### src/pkg/timer_consts.svh
// Register offsets, field positions, sizes and reset values of the timer block.
`ifndef TIMER_CONSTS_SVH
`define TIMER_CONSTS_SVH

// ****************************************
// Register byte offsets
// ****************************************
`define OFS_CTRL 12'h000
`define OFS_CHMODE 12'h004
`define OFS_EDGE 12'h008
`define OFS_COUNT 12'h00C
`define OFS_STATUS 12'h010
`define OFS_IRQ_EN 12'h014
`define OFS_IRQ_CLR 12'h018
`define OFS_ACC 12'h01C
`define OFS_CH0 12'h020

// ****************************************
// Control fields
// ****************************************
`define CTRL_EN_BIT 0
`define CTRL_PRE_LSB 1
`define CTRL_ACC_EN_BIT 4
`define CTRL_ACC_GATED_BIT 5
`define CTRL_ACC_POL_BIT 6

// ****************************************
// Status bit positions
// ****************************************
`define ST_CH_LSB 0
`define ST_OVF_BIT 4
`define ST_ACC_OVF_BIT 5
`define ST_WIDTH 6

// ****************************************
// Sizes and reset values
// ****************************************
`define PRESCALE_STAGES 7
`define RESET_WORD 32'h0000_0000

`endif

### src/pkg/timer_pkg.sv
// Types shared by the timer block files.
package timer_pkg;

	// Per channel function choice.
	typedef enum logic [1:0] {
		CH_OFF = 2'h0,
		CH_CAPTURE = 2'h1,
		CH_COMPARE = 2'h2
	} ch_mode_t;

	// Capture edge choice; for compare, the pin action.
	typedef logic [1:0] edge_sel_t;

	// Bus access state, one-hot.
	typedef enum logic [1:0] {
		BUS_SETUP = 2'b01,
		BUS_ACCESS = 2'b10
	} bus_state_t;

	// Event bundle from the channel bank.
	typedef struct packed {
		logic [3:0] chan;
		logic ovf;
		logic acc_ovf;
	} timer_events_t;

endpackage

### src/design/timer_prescaler.sv
// Seven-stage prescaler giving a one-cycle tick enable for the counter.
`timescale 1ns/1ps
`include "timer_consts.svh"
module timer_prescaler
	import timer_pkg::*;
#(
	parameter int STAGES = `PRESCALE_STAGES
) (
	// Clock and reset
	input wire logic pclk,
	input wire logic presetn,
	// Control
	input wire logic run,
	input wire logic [2:0] stage_sel,
	// Output
	output logic tick
);

	typedef struct packed {
		logic [STAGES-1:0] div;
		logic tick;
	} pre_state_t;

	pre_state_t st;
	pre_state_t next_st;
	logic [STAGES:0] carry;

	// ****************************************
	// Ripple carries of each binary stage
	// ****************************************
	// Stage k carries out when all lower stages and itself are at one.
	assign carry[0] = run;
	genvar k;
	generate
		for (k = 0; k < STAGES; k++) begin : g_stage
			assign carry[k+1] = carry[k] & st.div[k];
		end
	endgenerate

	// ****************************************
	// Next state
	// ****************************************
	// Select zero passes every clock; select n divides by two to the n.
	always_comb begin
		next_st = st;
		if (run) begin
			next_st.div = st.div + {{(STAGES-1){1'b0}}, 1'b1};
		end
		if (stage_sel == 3'h0) begin
			next_st.tick = run;
		end else begin
			next_st.tick = carry[stage_sel];
		end
	end

	always_ff @(posedge pclk or negedge presetn) begin
		if (!presetn) begin
			st <= '0;
		end else begin
			st <= next_st;
		end
	end

	assign tick = st.tick;

endmodule

### src/design/timer_pin_sync.sv
// Two-flop synchronisers for the four timer pins.
`timescale 1ns/1ps
module timer_pin_sync
	import timer_pkg::*;
#(
	parameter int WIDTH = 4
) (
	// Clock and reset
	input wire logic pclk,
	input wire logic presetn,
	// Pins and result
	input wire logic [WIDTH-1:0] pin_async,
	output logic [WIDTH-1:0] pin_sync
);

	typedef struct packed {
		logic [WIDTH-1:0] meta;
		logic [WIDTH-1:0] stable;
	} sync_state_t;

	sync_state_t st;
	sync_state_t next_st;

	// ****************************************
	// Two stages
	// ****************************************
	// Only the second stage reads the first, so metastability never spreads.
	always_comb begin
		next_st.meta = pin_async;
		next_st.stable = st.meta;
	end

	always_ff @(posedge pclk or negedge presetn) begin
		if (!presetn) begin
			st <= '0;
		end else begin
			st <= next_st;
		end
	end

	assign pin_sync = st.stable;

endmodule

### src/design/general_timer_block.sv
// Four-channel capture/compare timer with pulse accumulator and APB registers.
`timescale 1ns/1ps
`include "timer_consts.svh"

module general_timer_block
	import timer_pkg::*;
#(
	parameter int CHANNELS = 4
) (
	// APB slave
	input wire logic pclk,
	input wire logic presetn,
	input wire logic psel,
	input wire logic penable,
	input wire logic pwrite,
	input wire logic [11:0] paddr,
	input wire logic [31:0] pwdata,
	output logic [31:0] prdata,
	output logic pready,
	output logic pslverr,
	// Timer pins
	input wire logic [3:0] timer_channel_pins_in,
	output logic [3:0] timer_channel_pins_out,
	output logic [3:0] timer_channel_pins_oe,
	// Interrupt
	output logic irq
);

	typedef struct packed {
		logic [31:0] prdata;
		logic pready;
		logic pslverr;
		logic [6:0] ctrl;
		logic [7:0] chmode;
		logic [7:0] edges;
		logic [15:0] count;
		logic [15:0] acc;
		logic [`ST_WIDTH-1:0] status;
		logic [`ST_WIDTH-1:0] irq_en;
		logic [3:0][15:0] chval;
		logic [3:0] pin_prev;
		logic [3:0] pin_out;
		logic [3:0] pin_oe;
		logic irq;
	} top_state_t;

	top_state_t st;
	top_state_t next_st;
	logic tick;
	logic [3:0] pin_s;
	logic [3:0] cap_hit;
	logic [3:0] cmp_hit;
	logic acc_mode;
	logic acc_gate;
	logic acc_step;
	logic wr_ok;
	logic rd_ok;
	logic [3:0] ch_sel;
	logic ch_addr;
	timer_events_t ev;

	// ****************************************
	// Submodules
	// ****************************************
	timer_prescaler #(.STAGES(`PRESCALE_STAGES)) u_pre (
		.pclk(pclk),
		.presetn(presetn),
		.run(st.ctrl[`CTRL_EN_BIT]),
		.stage_sel(st.ctrl[`CTRL_PRE_LSB +: 3]),
		.tick(tick)
	);

	timer_pin_sync #(.WIDTH(4)) u_sync (
		.pclk(pclk),
		.presetn(presetn),
		.pin_async(timer_channel_pins_in),
		.pin_sync(pin_s)
	);

	// ****************************************
	// Channel event detection
	// ****************************************
	// Every channel is examined in parallel, so capture and compare coexist.
	genvar c;
	generate
		for (c = 0; c < 4; c++) begin : g_ch
			logic rise;
			logic fall;
			logic own;
			assign own = !(c == 3 && acc_mode);
			assign rise = pin_s[c] & ~st.pin_prev[c];
			assign fall = ~pin_s[c] & st.pin_prev[c];
			// Edge code: 1 rising, 2 falling, 3 both.
			assign cap_hit[c] = own && st.chmode[2*c +: 2] == CH_CAPTURE &&
				((st.edges[2*c] & rise) | (st.edges[2*c+1] & fall));
			assign cmp_hit[c] = own && st.chmode[2*c +: 2] == CH_COMPARE && tick &&
				st.count == st.chval[c];
		end
	endgenerate

	// Accumulator input is channel three's pin, polarity selected for both gated time and event edges.
	assign acc_mode = st.ctrl[`CTRL_ACC_EN_BIT];
	assign acc_gate = pin_s[3] ^ st.ctrl[`CTRL_ACC_POL_BIT];
	assign acc_step = acc_mode && (st.ctrl[`CTRL_ACC_GATED_BIT] ? (acc_gate && tick)
		: (acc_gate && !(st.pin_prev[3] ^ st.ctrl[`CTRL_ACC_POL_BIT])));

	assign ev.chan = cap_hit | cmp_hit;
	assign ev.ovf = tick && st.count == 16'hFFFF;
	assign ev.acc_ovf = acc_step && st.acc == 16'hFFFF;

	// ****************************************
	// APB decode
	// ****************************************
	assign wr_ok = psel && penable && pwrite && !st.pready;
	assign rd_ok = psel && !penable;
	assign ch_addr = paddr[11:4] == 8'h02;
	assign ch_sel = ch_addr ? (4'h1 << paddr[3:2]) : 4'h0;

	// ****************************************
	// Next state
	// ****************************************
	// One wait state: setup, then access answered with pready a cycle later.
	always_comb begin
		next_st = st;
		next_st.pready = psel && penable && !st.pready;
		next_st.pslverr = 1'b0;
		next_st.pin_prev = pin_s;

		// Counter advances only on the prescaler tick and wraps naturally.
		if (tick) begin
			next_st.count = st.count + 16'h0001;
		end
		if (acc_step) begin
			next_st.acc = st.acc + 16'h0001;
		end

		// Capture latches the counter; compare drives the pin per its action code.
		for (int i = 0; i < 4; i++) begin
			if (cap_hit[i]) begin
				next_st.chval[i] = st.count;
			end
			next_st.pin_oe[i] = st.chmode[2*i +: 2] == CH_COMPARE &&
				!(i == 3 && acc_mode);
			if (cmp_hit[i]) begin
				case (st.edges[2*i +: 2])
					2'h1: next_st.pin_out[i] = ~st.pin_out[i];
					2'h2: next_st.pin_out[i] = 1'b0;
					2'h3: next_st.pin_out[i] = 1'b1;
					default: next_st.pin_out[i] = st.pin_out[i];
				endcase
			end
		end

		// Register writes take effect at the edge that raises pready, a cycle before the access completes.
		if (wr_ok) begin
			case (paddr)
				`OFS_CTRL: next_st.ctrl = pwdata[6:0];
				`OFS_CHMODE: next_st.chmode = pwdata[7:0];
				`OFS_EDGE: next_st.edges = pwdata[7:0];
				`OFS_COUNT: next_st.count = pwdata[15:0];
				`OFS_ACC: next_st.acc = pwdata[15:0];
				`OFS_IRQ_EN: next_st.irq_en = pwdata[`ST_WIDTH-1:0];
				`OFS_IRQ_CLR: next_st.status = st.status & ~pwdata[`ST_WIDTH-1:0];
				default: begin
					for (int i = 0; i < 4; i++) begin
						if (ch_sel[i]) begin
							next_st.chval[i] = pwdata[15:0];
						end
					end
				end
			endcase
		end

		// Hardware sets after the clear, so a same-cycle event is kept.
		next_st.status = next_st.status | {ev.acc_ovf, ev.ovf, ev.chan};

		// Read data is formed during setup and held through the access phase.
		if (rd_ok) begin
			case (paddr)
				`OFS_CTRL: next_st.prdata = {25'h0, st.ctrl};
				`OFS_CHMODE: next_st.prdata = {24'h0, st.chmode};
				`OFS_EDGE: next_st.prdata = {24'h0, st.edges};
				`OFS_COUNT: next_st.prdata = {16'h0, st.count};
				`OFS_ACC: next_st.prdata = {16'h0, st.acc};
				`OFS_STATUS: next_st.prdata = {26'h0, st.status};
				`OFS_IRQ_EN: next_st.prdata = {26'h0, st.irq_en};
				default: begin
					next_st.prdata = `RESET_WORD;
					for (int i = 0; i < 4; i++) begin
						if (ch_sel[i]) begin
							next_st.prdata = {16'h0, st.chval[i]};
						end
					end
				end
			endcase
		end

		next_st.irq = |(next_st.status & next_st.irq_en);
	end

	always_ff @(posedge pclk or negedge presetn) begin
		if (!presetn) begin
			st <= '0;
		end else begin
			st <= next_st;
		end
	end

	// ****************************************
	// Outputs
	// ****************************************
	assign prdata = st.prdata;
	assign pready = st.pready;
	assign pslverr = st.pslverr;
	assign timer_channel_pins_out = st.pin_out;
	assign timer_channel_pins_oe = st.pin_oe;
	assign irq = st.irq;

	// ****************************************
	// Checks
	// ****************************************
	a_count_tick: assert property (@(posedge pclk) disable iff (!presetn)
		tick && !wr_ok |=> st.count == $past(st.count) + 16'h0001)
		else $error("Counter did not step on tick.");
	a_count_hold: assert property (@(posedge pclk) disable iff (!presetn)
		!tick && !wr_ok |=> $stable(st.count))
		else $error("Counter moved without tick.");
	a_capture_value: assert property (@(posedge pclk) disable iff (!presetn)
		cap_hit[0] |=> st.chval[0] == $past(st.count))
		else $error("Capture missed counter value.");
	a_ovf_sticky: assert property (@(posedge pclk) disable iff (!presetn)
		ev.ovf |=> st.status[`ST_OVF_BIT])
		else $error("Overflow flag not set.");
	a_flag_hold: assert property (@(posedge pclk) disable iff (!presetn)
		st.status[0] && !wr_ok |=> st.status[0])
		else $error("Status flag dropped without clear.");
	a_cmp_toggle: assert property (@(posedge pclk) disable iff (!presetn)
		cmp_hit[1] && st.edges[3:2] == 2'h1 |=> st.pin_out[1] != $past(st.pin_out[1]))
		else $error("Compare did not toggle pin.");
	a_pin_dir: assert property (@(posedge pclk) disable iff (!presetn)
		st.chmode[1:0] == CH_CAPTURE |=> !st.pin_oe[0])
		else $error("Capture pin driven.");
	a_acc_step: assert property (@(posedge pclk) disable iff (!presetn)
		acc_step && !wr_ok |=> st.acc == $past(st.acc) + 16'h0001)
		else $error("Accumulator did not step.");
	a_acc_owns: assert property (@(posedge pclk) disable iff (!presetn)
		acc_mode |-> !cap_hit[3] && !cmp_hit[3])
		else $error("Channel three active in accumulator mode.");
	a_irq_level: assert property (@(posedge pclk) disable iff (!presetn)
		|(st.status & st.irq_en) |-> st.irq)
		else $error("Interrupt not raised.");

endmodule

### config.mk
export PLATFORM = sky130hd
export DESIGN_NAME = general_timer_block
export DESIGN_NICKNAME = d
export VERILOG_FILES = /design/src/pkg/timer_pkg.sv /design/src/design/timer_prescaler.sv /design/src/design/timer_pin_sync.sv /design/src/design/general_timer_block.sv
export VERILOG_INCLUDE_DIRS = /design/src /design/src/pkg
export SDC_FILE = /design/constraint.sdc
export NUM_CORES = 1
export LEC_CHECK = 0
export BUFFER_PORTS_ARGS = -buffer_cell sky130_fd_sc_hd__buf_2
export CORE_MARGIN = 2
export CORE_UTILIZATION = 60
export DETAILED_ROUTE_END_ITERATION = 8
export PLACE_DENSITY_LB_ADDON = 0.08
export SYNTH_ARGS = -nofsm -noshare
export SYNTH_HDL_FRONTEND = slang
export SYNTH_SLANG_ARGS = --single-unit
### constraint.sdc
create_clock -name pclk -period 2.4 [get_ports pclk]
set_input_delay 0.48 -clock pclk [delete_from_list [all_inputs] [get_ports pclk]]
set_output_delay 0.48 -clock pclk [all_outputs]
set_load 0.005 [all_outputs]
==> metrics.md, run 1 <==
| Metric | Value |
|---|---|
| Postcts setup bufs | 0 |
| Max VDD drop | 0.476 mV |
| Cts hold-fix bufs | 0 |
| Mapped Cells | 984 |
| Hold Path Class | in -> async |
| Largest net degree at the start of global routing | 55 |
| Reg2Reg Launch Point | st[111] |
| Core Box Area | 0.0164 mm2 |
| Relative slew slack | 53.0% |
| Vias in the first global route | 7534 |
| Total power divided by cell area | 583 mW/mm2 |
| Num rows | 47 |
| WP data arrival | 2.56 ns |
| Worst setup EP type | flop |
| H-tree levels | 4 |
| Clock power frac | 46.8% |
| Wl on met1 | 12.0 mm |
| Sw frac | 24.2% |
| Reg2reg end | irq |
| RSZ-0062 raised after global routing | no |
| GRT overflow | 0 |
| Routed len/inst | 22.1 um |
| Die Wd | 133 um |
| Combinational share of power | 6.9% |
| Area Growth Syn to Fin | 13.7% |
| Clock buffer depth | 2 |
| Post-synth EDFFs | 0 |
| Synth area leader | dfrtp_1 |
| Worst Path Class, Setup | reg -> reg |
| Synth Area per Inst | 10.1 um2 |
| Clock sink total | 177 |
| Diode count | 0 |
| Post-layout min period | 2.19 ns |
| WL met2 | 12.9 mm |
| First-pass GRT wire length | 44.6 mm |
| Routability Congestion | 0.922 |
| Detailed Routing Iterations Pass 1 | 8 |
| FMAX | 456 MHz |
| Tcrit/Tclk final | 91.3% |
| Yosys warns | 0 |
| Sequential share of power | 46.3% |
| Die H | 133 um |
| Pwr Total | 6.61 mW |
| Clock Latency Late Sink | 0.44 ns |
| Initial Utilization | 60.7% |
| Pre-CTS setup slack | -0.0539 ns |
| Die ar. | 0.0177 mm2 |
| R2r worst-path depth | 8 |
| Drt initial violations | 1114 |
| Hpwl dp | 20.0 mm |
| Synthesized area | 0.00996 mm2 |
| TritonCTS buffer count | 17 |
| Synth cell types | 54 |
| Worst slew pin tran | 0.704 ns |
| Endpoints failing setup | 0 |
| Final Max Slew Viols | 0 |
| Port Buf Inserts | 62 |
| Crit path max fanout | 6 |
| Yosys reg bits | 177 |
| Main synth FF type | dfrtp_1 |
| NetSw | 1.60 mW |
| Skew final | 0.0147 ns |
| Avg Vias per Cell | 6.15 |
| Post_cts resized | 0 |
| ANT nets after route | 0 |
| Async set or reset register ratio after synthesis | 100% |
| CTS tree | yes |
| Worst EP required | 2.77 ns |
| Post-synthesis sequential area ratio | 44.5% |
| Yosys top cell area share | 44.5% |
| Root cell of the clock tree | clkbuf_16 |
| Io pins | 96 |
| Endpoints failing hold | 0 |
| Via count | 7850 |
| Initial antenna violation count | 0 |
| CTS clk-pin slew, worst paths | 0.07 ns |
| Drt total wl | 28.2 mm |
| Layout cell share with drive strength beyond 1 | 22.4% |
| Int Power | 5.01 mW |
| Top post-synthesis cells by area | dfrtp_1, mux2i_1, o21ai_0 |
| Highest metal used | met4 |
| Worst R2R Setup Slack | 0.21 ns |
| Leakage Power | 4.39 nW |
| Residual DRC count | 0 |
| Final worst slack | 0.209 ns |
| Metal3 WL | 2.61 mm |
| Outcome | completed |
| Max-capacitance violation count | 0 |
| Fin nets | 1099 |
| All-Layer GR Usage | 33.5% |
| Critical path launch point type | flop |
[cell families after synthesis]
kind of cell               after synthesis  share of synthesized area, %
adders and majority gates                3                         0.377
xor gates and xnor gates               101                          8.88
AOI/OAI and AO/OA                      195                          11.4
other                                    1                        0.0376
muxes                                  112                          13.6
and+or+nand+nor                        276                          14.3
DFF                                    177                          44.5
buffers and inverters                  119                          6.88
[stage by stage]
stage	area [um2]	instances	utilization (%)	TNS [ns]	hold WS (ns)
after floorplan	10000	1000	-	0	0.184
after global placement	10700	1244	65.1	-0.0666	0.334
after detailed placement	10700	1244	65.1	-0.0539	0.336
after CTS	11300	1276	69.0	0	0.0178
after global routing	11300	1276	69.0	0	0.0414
final	11300	1276	69.0	0	0.00125
[worst max path at each step]
| stage | start | to |
|---|---|---|
| 2_1_floorplan | paddr[7] | irq |
| 3_3_place_gp | paddr[7] | irq |
| 3_5_place_dp | paddr[7] | irq |
| 4_1_cts | st[120] | irq |
| 5_1_grt | st[120] | irq |
| 6_report | st[111] | irq |
[power by group through the flow]
stage	registers, mW	clock network [mW]	logic (mW)
2_1_floorplan	3.10	0	0.248
3_3_place_gp	3.12	0	0.445
3_5_place_dp	3.12	0	0.446
4_1_cts	3.06	3.11	0.451
5_1_grt	3.07	3.23	0.491
6_report	3.06	3.09	0.454
[cells in the mapped netlist (all sizes together), types with 2 or more instances]
cell,count
a211o,4
a21oi,34
a221oi,3
a222oi,12
a22o,2
a22oi,10
a31oi,9
and3,12
and3b,3
and4,2
buf,85
clkbuf,27
dfrtp,177
ha,3
inv,7
mux2,30
mux2i,66
mux4,16
nand2,138
nand2b,4
nand3,21
nand3b,5
nand4,19
nor2,29
nor2b,9
nor3,12
nor3b,2
nor4,15
o21ai,114
xnor2,56
xor2,45
[registers in the layout, summed over array words and instances, names as in the netlist, 4 cells and up]
signal                  flops
st                        134
u_pre.st                    7
u_sync.pin_sync             4
timer_channel_pins_oe       4
u_sync.next_st              4
timer_channel_pins_out      4
prdata                     16
[cell type report]
class                   count  area, um2
repair buffers            136       1010
clock inverters            13        194
inverters                   7       26.3
fillers                  1279       5080
well taps                 220        275
flip-flops and latches    177       4430
multi-input cells         704       4940
clock buffers              19        453
[layout by cell type, fill, tap and decap left out, types with 3 or more instances in the layout]
cell type  count
ha_1           3
nand2_1      137
a21oi_1       33
nor3_1         7
xnor2_1       56
mux2_2        30
and3_1        12
nor2_2         3
mux4_2        16
a31oi_1        9
a221oi_1       3
a211o_1        4
mux2i_1       66
inv_1          7
nor2_1        26
buf_2         61
buf_4         63
nand3_1       20
nand3b_1       5
buf_12        11
nor4_4         4
nand2b_1       3
nand4_1       19
xor2_1        45
and3b_1        3
nor3_2         3
a22oi_1       10
o21ai_0      114
bufinv_16      4
inv_6          5
conb_1        17
clkbuf_16     17
dfrtp_1      177
nor4_1         9
a222oi_1      12
nor2b_1        9
[critical path, cell delays in order (launching register included)]
cell      delay, ns
dfrtp_1        0.46
xor2_1         0.24
nor4_1         0.45
nand4_1        0.17
nor4_1         0.29
buf_4          0.20
a211o_1        0.13
a222oi_1       0.09
nand2_1        0.10
[metal layers]
metal	track usage, %	up-vias
met3	7.51	51
met1	49.0	3874
met2	50.2	395
li1	-	3530
met5	0	-
met4	10.2	0
Power figures use the tool's default switching activity.
==> run 2, diff against run 1 <==
Settings changed: BUFFER_PORTS_ARGS -buffer_cell sky130_fd_sc_hd__buf_2 to unset, DONT_BUFFER_PORTS set to 1.
==> run 2 against run 1 <==
The flow now finishes with violations (negative hold slack). Clock skew is 0.0051 ns lower. Count of clock-buffer cells in the layout shrank 1. Total power fell by 6.2%. Global-route usage fell by 0.28 points. Fmax decreased by 1.7%.
==> metrics.md, run 2 (synthesized netlist as in run 1, its figures left out) <==
| Metric | Value |
|---|---|
| Outcome | finished with violations |
| Failing checks | negative hold slack |
| Critical path launch point | st[120] |
| Reg2reg end | irq |
| Number of flip-flops in the largest register | 134 |
| Pre-CTS setup slack | 0.0976 ns |
| Worst Path Class, Setup | reg -> reg |
| First-pass GRT wire length | 44.0 mm |
| Setup_tns | 0 ns |
| Io pins | 96 |
| Worst R2R Setup Slack | 0.17 ns |
| Post-layout min period | 2.23 ns |
| Crit path max fanout | 8 |
| Routed len/inst | 23.9 um |
| FMAX | 449 MHz |
| Die H | 133 um |
| Hpwl dp | 19.6 mm |
| Worst EP required | 2.78 ns |
| Residual DRC count | 0 |
| Drt initial violations | 821 |
| ANT nets after route | 0 |
| Clock Latency Late Sink | 0.43 ns |
| Root cell of the clock tree | clkbuf_16 |
| Die ar. | 0.0177 mm2 |
| Hold Path Class | in -> async |
| Total power divided by cell area | 577 mW/mm2 |
| Diode count | 0 |
| Worst path buffer plus inverter count | 2 |
| Tcrit/Tclk final | 92.9% |
| TritonCTS buffer count | 17 |
| Crit path capture | irq |
| Area Growth Syn to Fin | 7.79% |
| Clock sink total | 177 |
| Initial Utilization | 60.7% |
| Biggest cell delay along the critical path | 0.52 ns |
| R2r worst-path depth | 9 |
| CP delay by family, top | simple AND/OR/NAND/NOR gates |
| GRT overflow | 0 |
| Detailed Routing Iterations Pass 1 | 8 |
| Final Max Slew Viols | 0 |
| WP data arrival | 2.61 ns |
| Fin nets | 1016 |
| Number of cells on the critical path | 9 |
| Avg Vias per Cell | 6.40 |
| Pwr Total | 6.20 mW |
| H-tree levels | 4 |
| Worst setup EP type | flop |
| Largest net degree at the start of global routing | 178 |
| Layout cell share with drive strength beyond 1 | 15.9% |
| Endpoints failing setup | 0 |
| Reg with most FFs | st |
| Crit-path slowest cell | dfrtp_1 |
| Leakage Power | 3.95 nW |
| Most common cell after layout, fill and taps aside | dfrtp_1 |
| CP Cell Sequence | buf_4 > xor2_1 > nor4_1 > nand4_1 > nor4_1 > buf_4 > a211o_1 > a222oi_1 > nand2_1 |
| Max-capacitance violation count | 0 |
| Worst slew pin tran | 0.602 ns |
| Die Wd | 133 um |
| Post-layout util | 65.5% |
| Critical path launch point type | flop |
| Max VDD drop | 0.483 mV |
| Postcts setup bufs | 0 |
| Fillers | 1327 |
| Port Buf Inserts | 0 |
| Final worst slack | 0.171 ns |
| Via count | 7635 |
| Clock buffer depth | 2 |
| Endpoints failing hold | 177 |
| CTS tree | yes |
| CTS clk-pin slew, worst paths | 0.07 ns |
| Initial antenna violation count | 0 |
| All-Layer GR Usage | 33.2% |
| Vias in the first global route | 7543 |
| Reg2Reg Launch Point | st[120] |
| Routability Congestion | 0.935 |
| Relative slew slack | 59.9% |
| Most frequent cells in the layout | dfrtp_1, nand2_1, o21ai_0 |
| RSZ-0062 raised after global routing | no |
| Num rows | 47 |
| Skew final | 0.00962 ns |
| Hold Slack | -0.257 ns |
| Core Box Area | 0.0164 mm2 |
| Drt total wl | 28.5 mm |
[run 2: changes by cell type in the layout (fill, tap and decap cells not counted), sizes merged]
cell / before / now
clkinvlp: 0 / 2
bufinv: 4 / 2
buf: 136 / 53
inv: 13 / 14
clkbuf: 19 / 18
[run 2: cell type report]
class                           instances  area (um2)  share of cell area (%)
Sequential cell                       177        4430                    41.2
Clock inverter                         14         170                    1.58
Tap cell                              220         275                    2.56
Clock buffer                           18         439                    4.09
Timing Repair Buffer                   53         460                    4.29
Multi-Input combinational cell        704        4940                    46.0
Inverter                                7        26.3                   0.245
[run 2: how the worst min path moves through the flow]
stage / startpoint / to / slack, ns / cells past startpoint
after floorplan: presetn / acc_mode / 0.18 / 0
after global placement: presetn / prdata[11] / 0.19 / 0
after detailed placement: presetn / st[100] / 0.19 / 0
after CTS: presetn / prdata[10] / -0.27 / 0
after global routing: presetn / st[71] / -0.28 / 0
final: presetn / prdata[10] / -0.26 / 0
[run 2: what timing repair did]
action,in CTS,in global routing
gates resized for setup,0,1
endpoints found under the hold margin,177,177
setup endpoints to repair,0,2
[run 2: where the power goes]
part	total (mW)	internal [mW]	switching, mW
registers	3.07	3.02	0.0459
clock network	2.89	1.60	1.29
logic	0.235	0.105	0.129
[run 2: through the flow]
stage                     cell area (um2)  hold WS, ns  cells
final                               10700       -0.257   1193
after global routing                10700       -0.280   1193
after CTS                           10700       -0.274   1193
after detailed placement            10100        0.192   1161
after global placement              10100        0.189   1161
after floorplan                     10000        0.184   1000
[run 2: metal layers]
layer  vias to the layer above  track usage [%]  part of all wire [%]
li1                       3364                -                     -
met1                      3783             46.0                    42
met2                       412             50.6                    46
met3                        76             7.93                   8.8
met4                         0             13.4                   3.4
met5                         -                0                     0
==> run 3, diff against run 2 <==
--- a/config.mk
+++ b/config.mk
@@ -9,3 +9,3 @@
 export CORE_MARGIN = 2
-export CORE_UTILIZATION = 60
+export CORE_UTILIZATION = 35
 export DETAILED_ROUTE_END_ITERATION = 8
==> constraint.sdc (replaced) <==
create_clock -name pclk -period 2.4 [get_ports pclk]
set_input_delay 0.24 -clock pclk [delete_from_list [all_inputs] [get_ports pclk]]
set_output_delay 0.24 -clock pclk [all_outputs]
set_load 0.005 [all_outputs]
==> run 3 against run 2 <==
The run still ends with negative hold slack left. First-iteration DRC count decreased by 11%. Total power decreased by 0.83%. Flip-flop and latch count unchanged. Clock power decreased by 5%. Die area increased by 69%. Count of clock-buffer cells in the layout increased by 1. Clock skew increased by 0.0042 ns. Design area increased by 4.1%. Register-to-register slack about the same. Critical path type unchanged. Critical endpoint unchanged. Highest routed layer unchanged.
==> metrics.md, run 3 (synthesized netlist as in run 1, its figures left out) <==
| Metric | Value |
|---|---|
| Via count | 7319 |
| Vias in the first global route | 7260 |
| Crit path max fanout | 9 |
| Biggest cell delay along the critical path | 0.51 ns |
| Skew final | 0.0138 ns |
| Clock buffer depth | 2 |
| Routed len/inst | 23.4 um |
| Core Box Area | 0.0279 mm2 |
| Num rows | 61 |
| Clock sink total | 177 |
| Die ar. | 0.0298 mm2 |
| Worst path buffer plus inverter count | 2 |
| Io pins | 96 |
| Post-layout min period | 2.24 ns |
| GRT overflow | 0 |
| All-Layer GR Usage | 21.9% |
| Endpoints failing hold | 177 |
| Routability Congestion | 0.788 |
| Die H | 173 um |
| Worst slew pin tran | 0.651 ns |
| Detailed Routing Iterations Pass 1 | 7 |
| H-tree levels | 4 |
| FMAX | 446 MHz |
| Initial Utilization | 35.7% |
| Max VDD drop | 0.472 mV |
| Root cell of the clock tree | clkbuf_16 |
| Number of flip-flops in the largest register | 134 |
| Tcrit/Tclk final | 93.4% |
| WP data arrival | 2.60 ns |
| Crit path top cell by count | buf_4 |
| Reg with most FFs | st |
| CP delay by family, top | simple AND/OR/NAND/NOR gates |
| Setup_tns | 0 ns |
| TritonCTS buffer count | 17 |
| Cts hold-fix bufs | 24 |
| Diode count | 0 |
| Fin nets | 1046 |
| RSZ-0062 raised after global routing | no |
| Clock Latency Late Sink | 0.44 ns |
| Critical path launch point type | flop |
| First-pass GRT wire length | 48.6 mm |
| Layout cell share with drive strength beyond 1 | 16.0% |
| Worst setup EP type | flop |
| Port Buf Inserts | 0 |
| Initial antenna violation count | 0 |
| Final Max Slew Viols | 0 |
| Total power divided by cell area | 549 mW/mm2 |
| Most common cell after layout, fill and taps aside | dfrtp_1 |
| Hpwl dp | 22.2 mm |
| Failing checks | negative hold slack |
| Residual DRC count | 0 |
| Hold Path Class | in -> async |
| Worst EP required | 2.76 ns |
| Avg Vias per Cell | 5.30 |
| Die Wd | 173 um |
| Outcome | finished with violations |
| ANT nets after route | 0 |
| Final worst slack | 0.159 ns |
| CP Cell Sequence | xor2_1 > nor4_2 > buf_4 > nand4_1 > nor4_1 > buf_4 > a211o_1 > a222oi_1 > nand2_1 |
| Drt total wl | 32.3 mm |
| Area Growth Syn to Fin | 12.3% |
| Hold Slack | -0.511 ns |
| Pre-CTS setup slack | 0.143 ns |
| Max-capacitance violation count | 0 |
| Worst Path Class, Setup | reg -> reg |
| CTS clk-pin slew, worst paths | 0.08 ns |
| Leakage Power | 4.06 nW |
| Endpoints failing setup | 0 |
| Drt initial violations | 730 |
| Most frequent cells in the layout | dfrtp_1, nand2_1, o21ai_0 |
| CTS tree | yes |
| Relative slew slack | 56.5% |
| Crit-path slowest cell | dfrtp_1 |
| Largest net degree at the start of global routing | 178 |
| Fillers | 2804 |
run 3: worst paths after layout:
check | startpoint | end | slack [ns] | cells past startpoint
min in group pclk | pwdata[0] | st[83] | 0.03 | 2
max in group asynchronous | presetn | st[131] | 2.59 | 0
max | st[120] | irq | 0.16 | 9
min | presetn | prdata[11] | -0.51 | 0
min reg2reg | u_sync.next_st[1] | u_sync.pin_sync[1] | 0.35 | 0
max reg2reg | st[120] | irq | 0.16 | 9
run 3: worst reg2reg max path, stage by stage, from the launching register on:
cell	delay, ns
dfrtp_1	0.51
xor2_1	0.23
nor4_2	0.34
buf_4	0.17
nand4_1	0.09
nor4_1	0.29
buf_4	0.20
a211o_1	0.15
a222oi_1	0.08
nand2_1	0.10
run 3: power breakdown:
part / internal (mW) / switching [mW] / total (mW)
clock network: 1.38 / 1.38 / 2.75
registers: 3.02 / 0.0420 / 3.06
logic: 0.141 / 0.189 / 0.330
total: 4.54 / 1.61 / 6.14
run 3: final cells by class:
class,count,area (um2),share of cell area (%)
Tap cell,378,473,4.23
Multi-Input combinational cell,704,4950,44.3
Timing Repair Buffer,83,746,6.67
Inverter,7,26.3,0.235
Clock buffer,19,433,3.87
Sequential cell,177,4430,39.6
Clock inverter,13,125,1.12
run 3: layer usage:
metal,track usage [%],share of wire [%]
met4,5.51,1.3
met2,34.8,46
met5,0,0
met1,31.3,47
met3,3.56,5.0
run 3: through the flow:
step | cell area (um2) | instances | power (mW) | hold WS, ns | util [%]
2_1_floorplan | 10000 | 1000 | 3.35 | -0.0556 | -
3_3_place_gp | 10400 | 1325 | 3.37 | -0.0471 | 37.1
3_5_place_dp | 10400 | 1325 | 3.37 | -0.0469 | 37.1
4_1_cts | 11200 | 1381 | 6.20 | -0.529 | 40.0
5_1_grt | 11200 | 1381 | 6.35 | -0.542 | 40.0
6_report | 11200 | 1381 | 6.14 | -0.511 | 40.0
run 3: timing repair:
item	CTS	global route
endpoints found under the setup margin	0	1
hold endpoints to repair	307	177
gates resized for setup	0	2
setup buffers	0	0
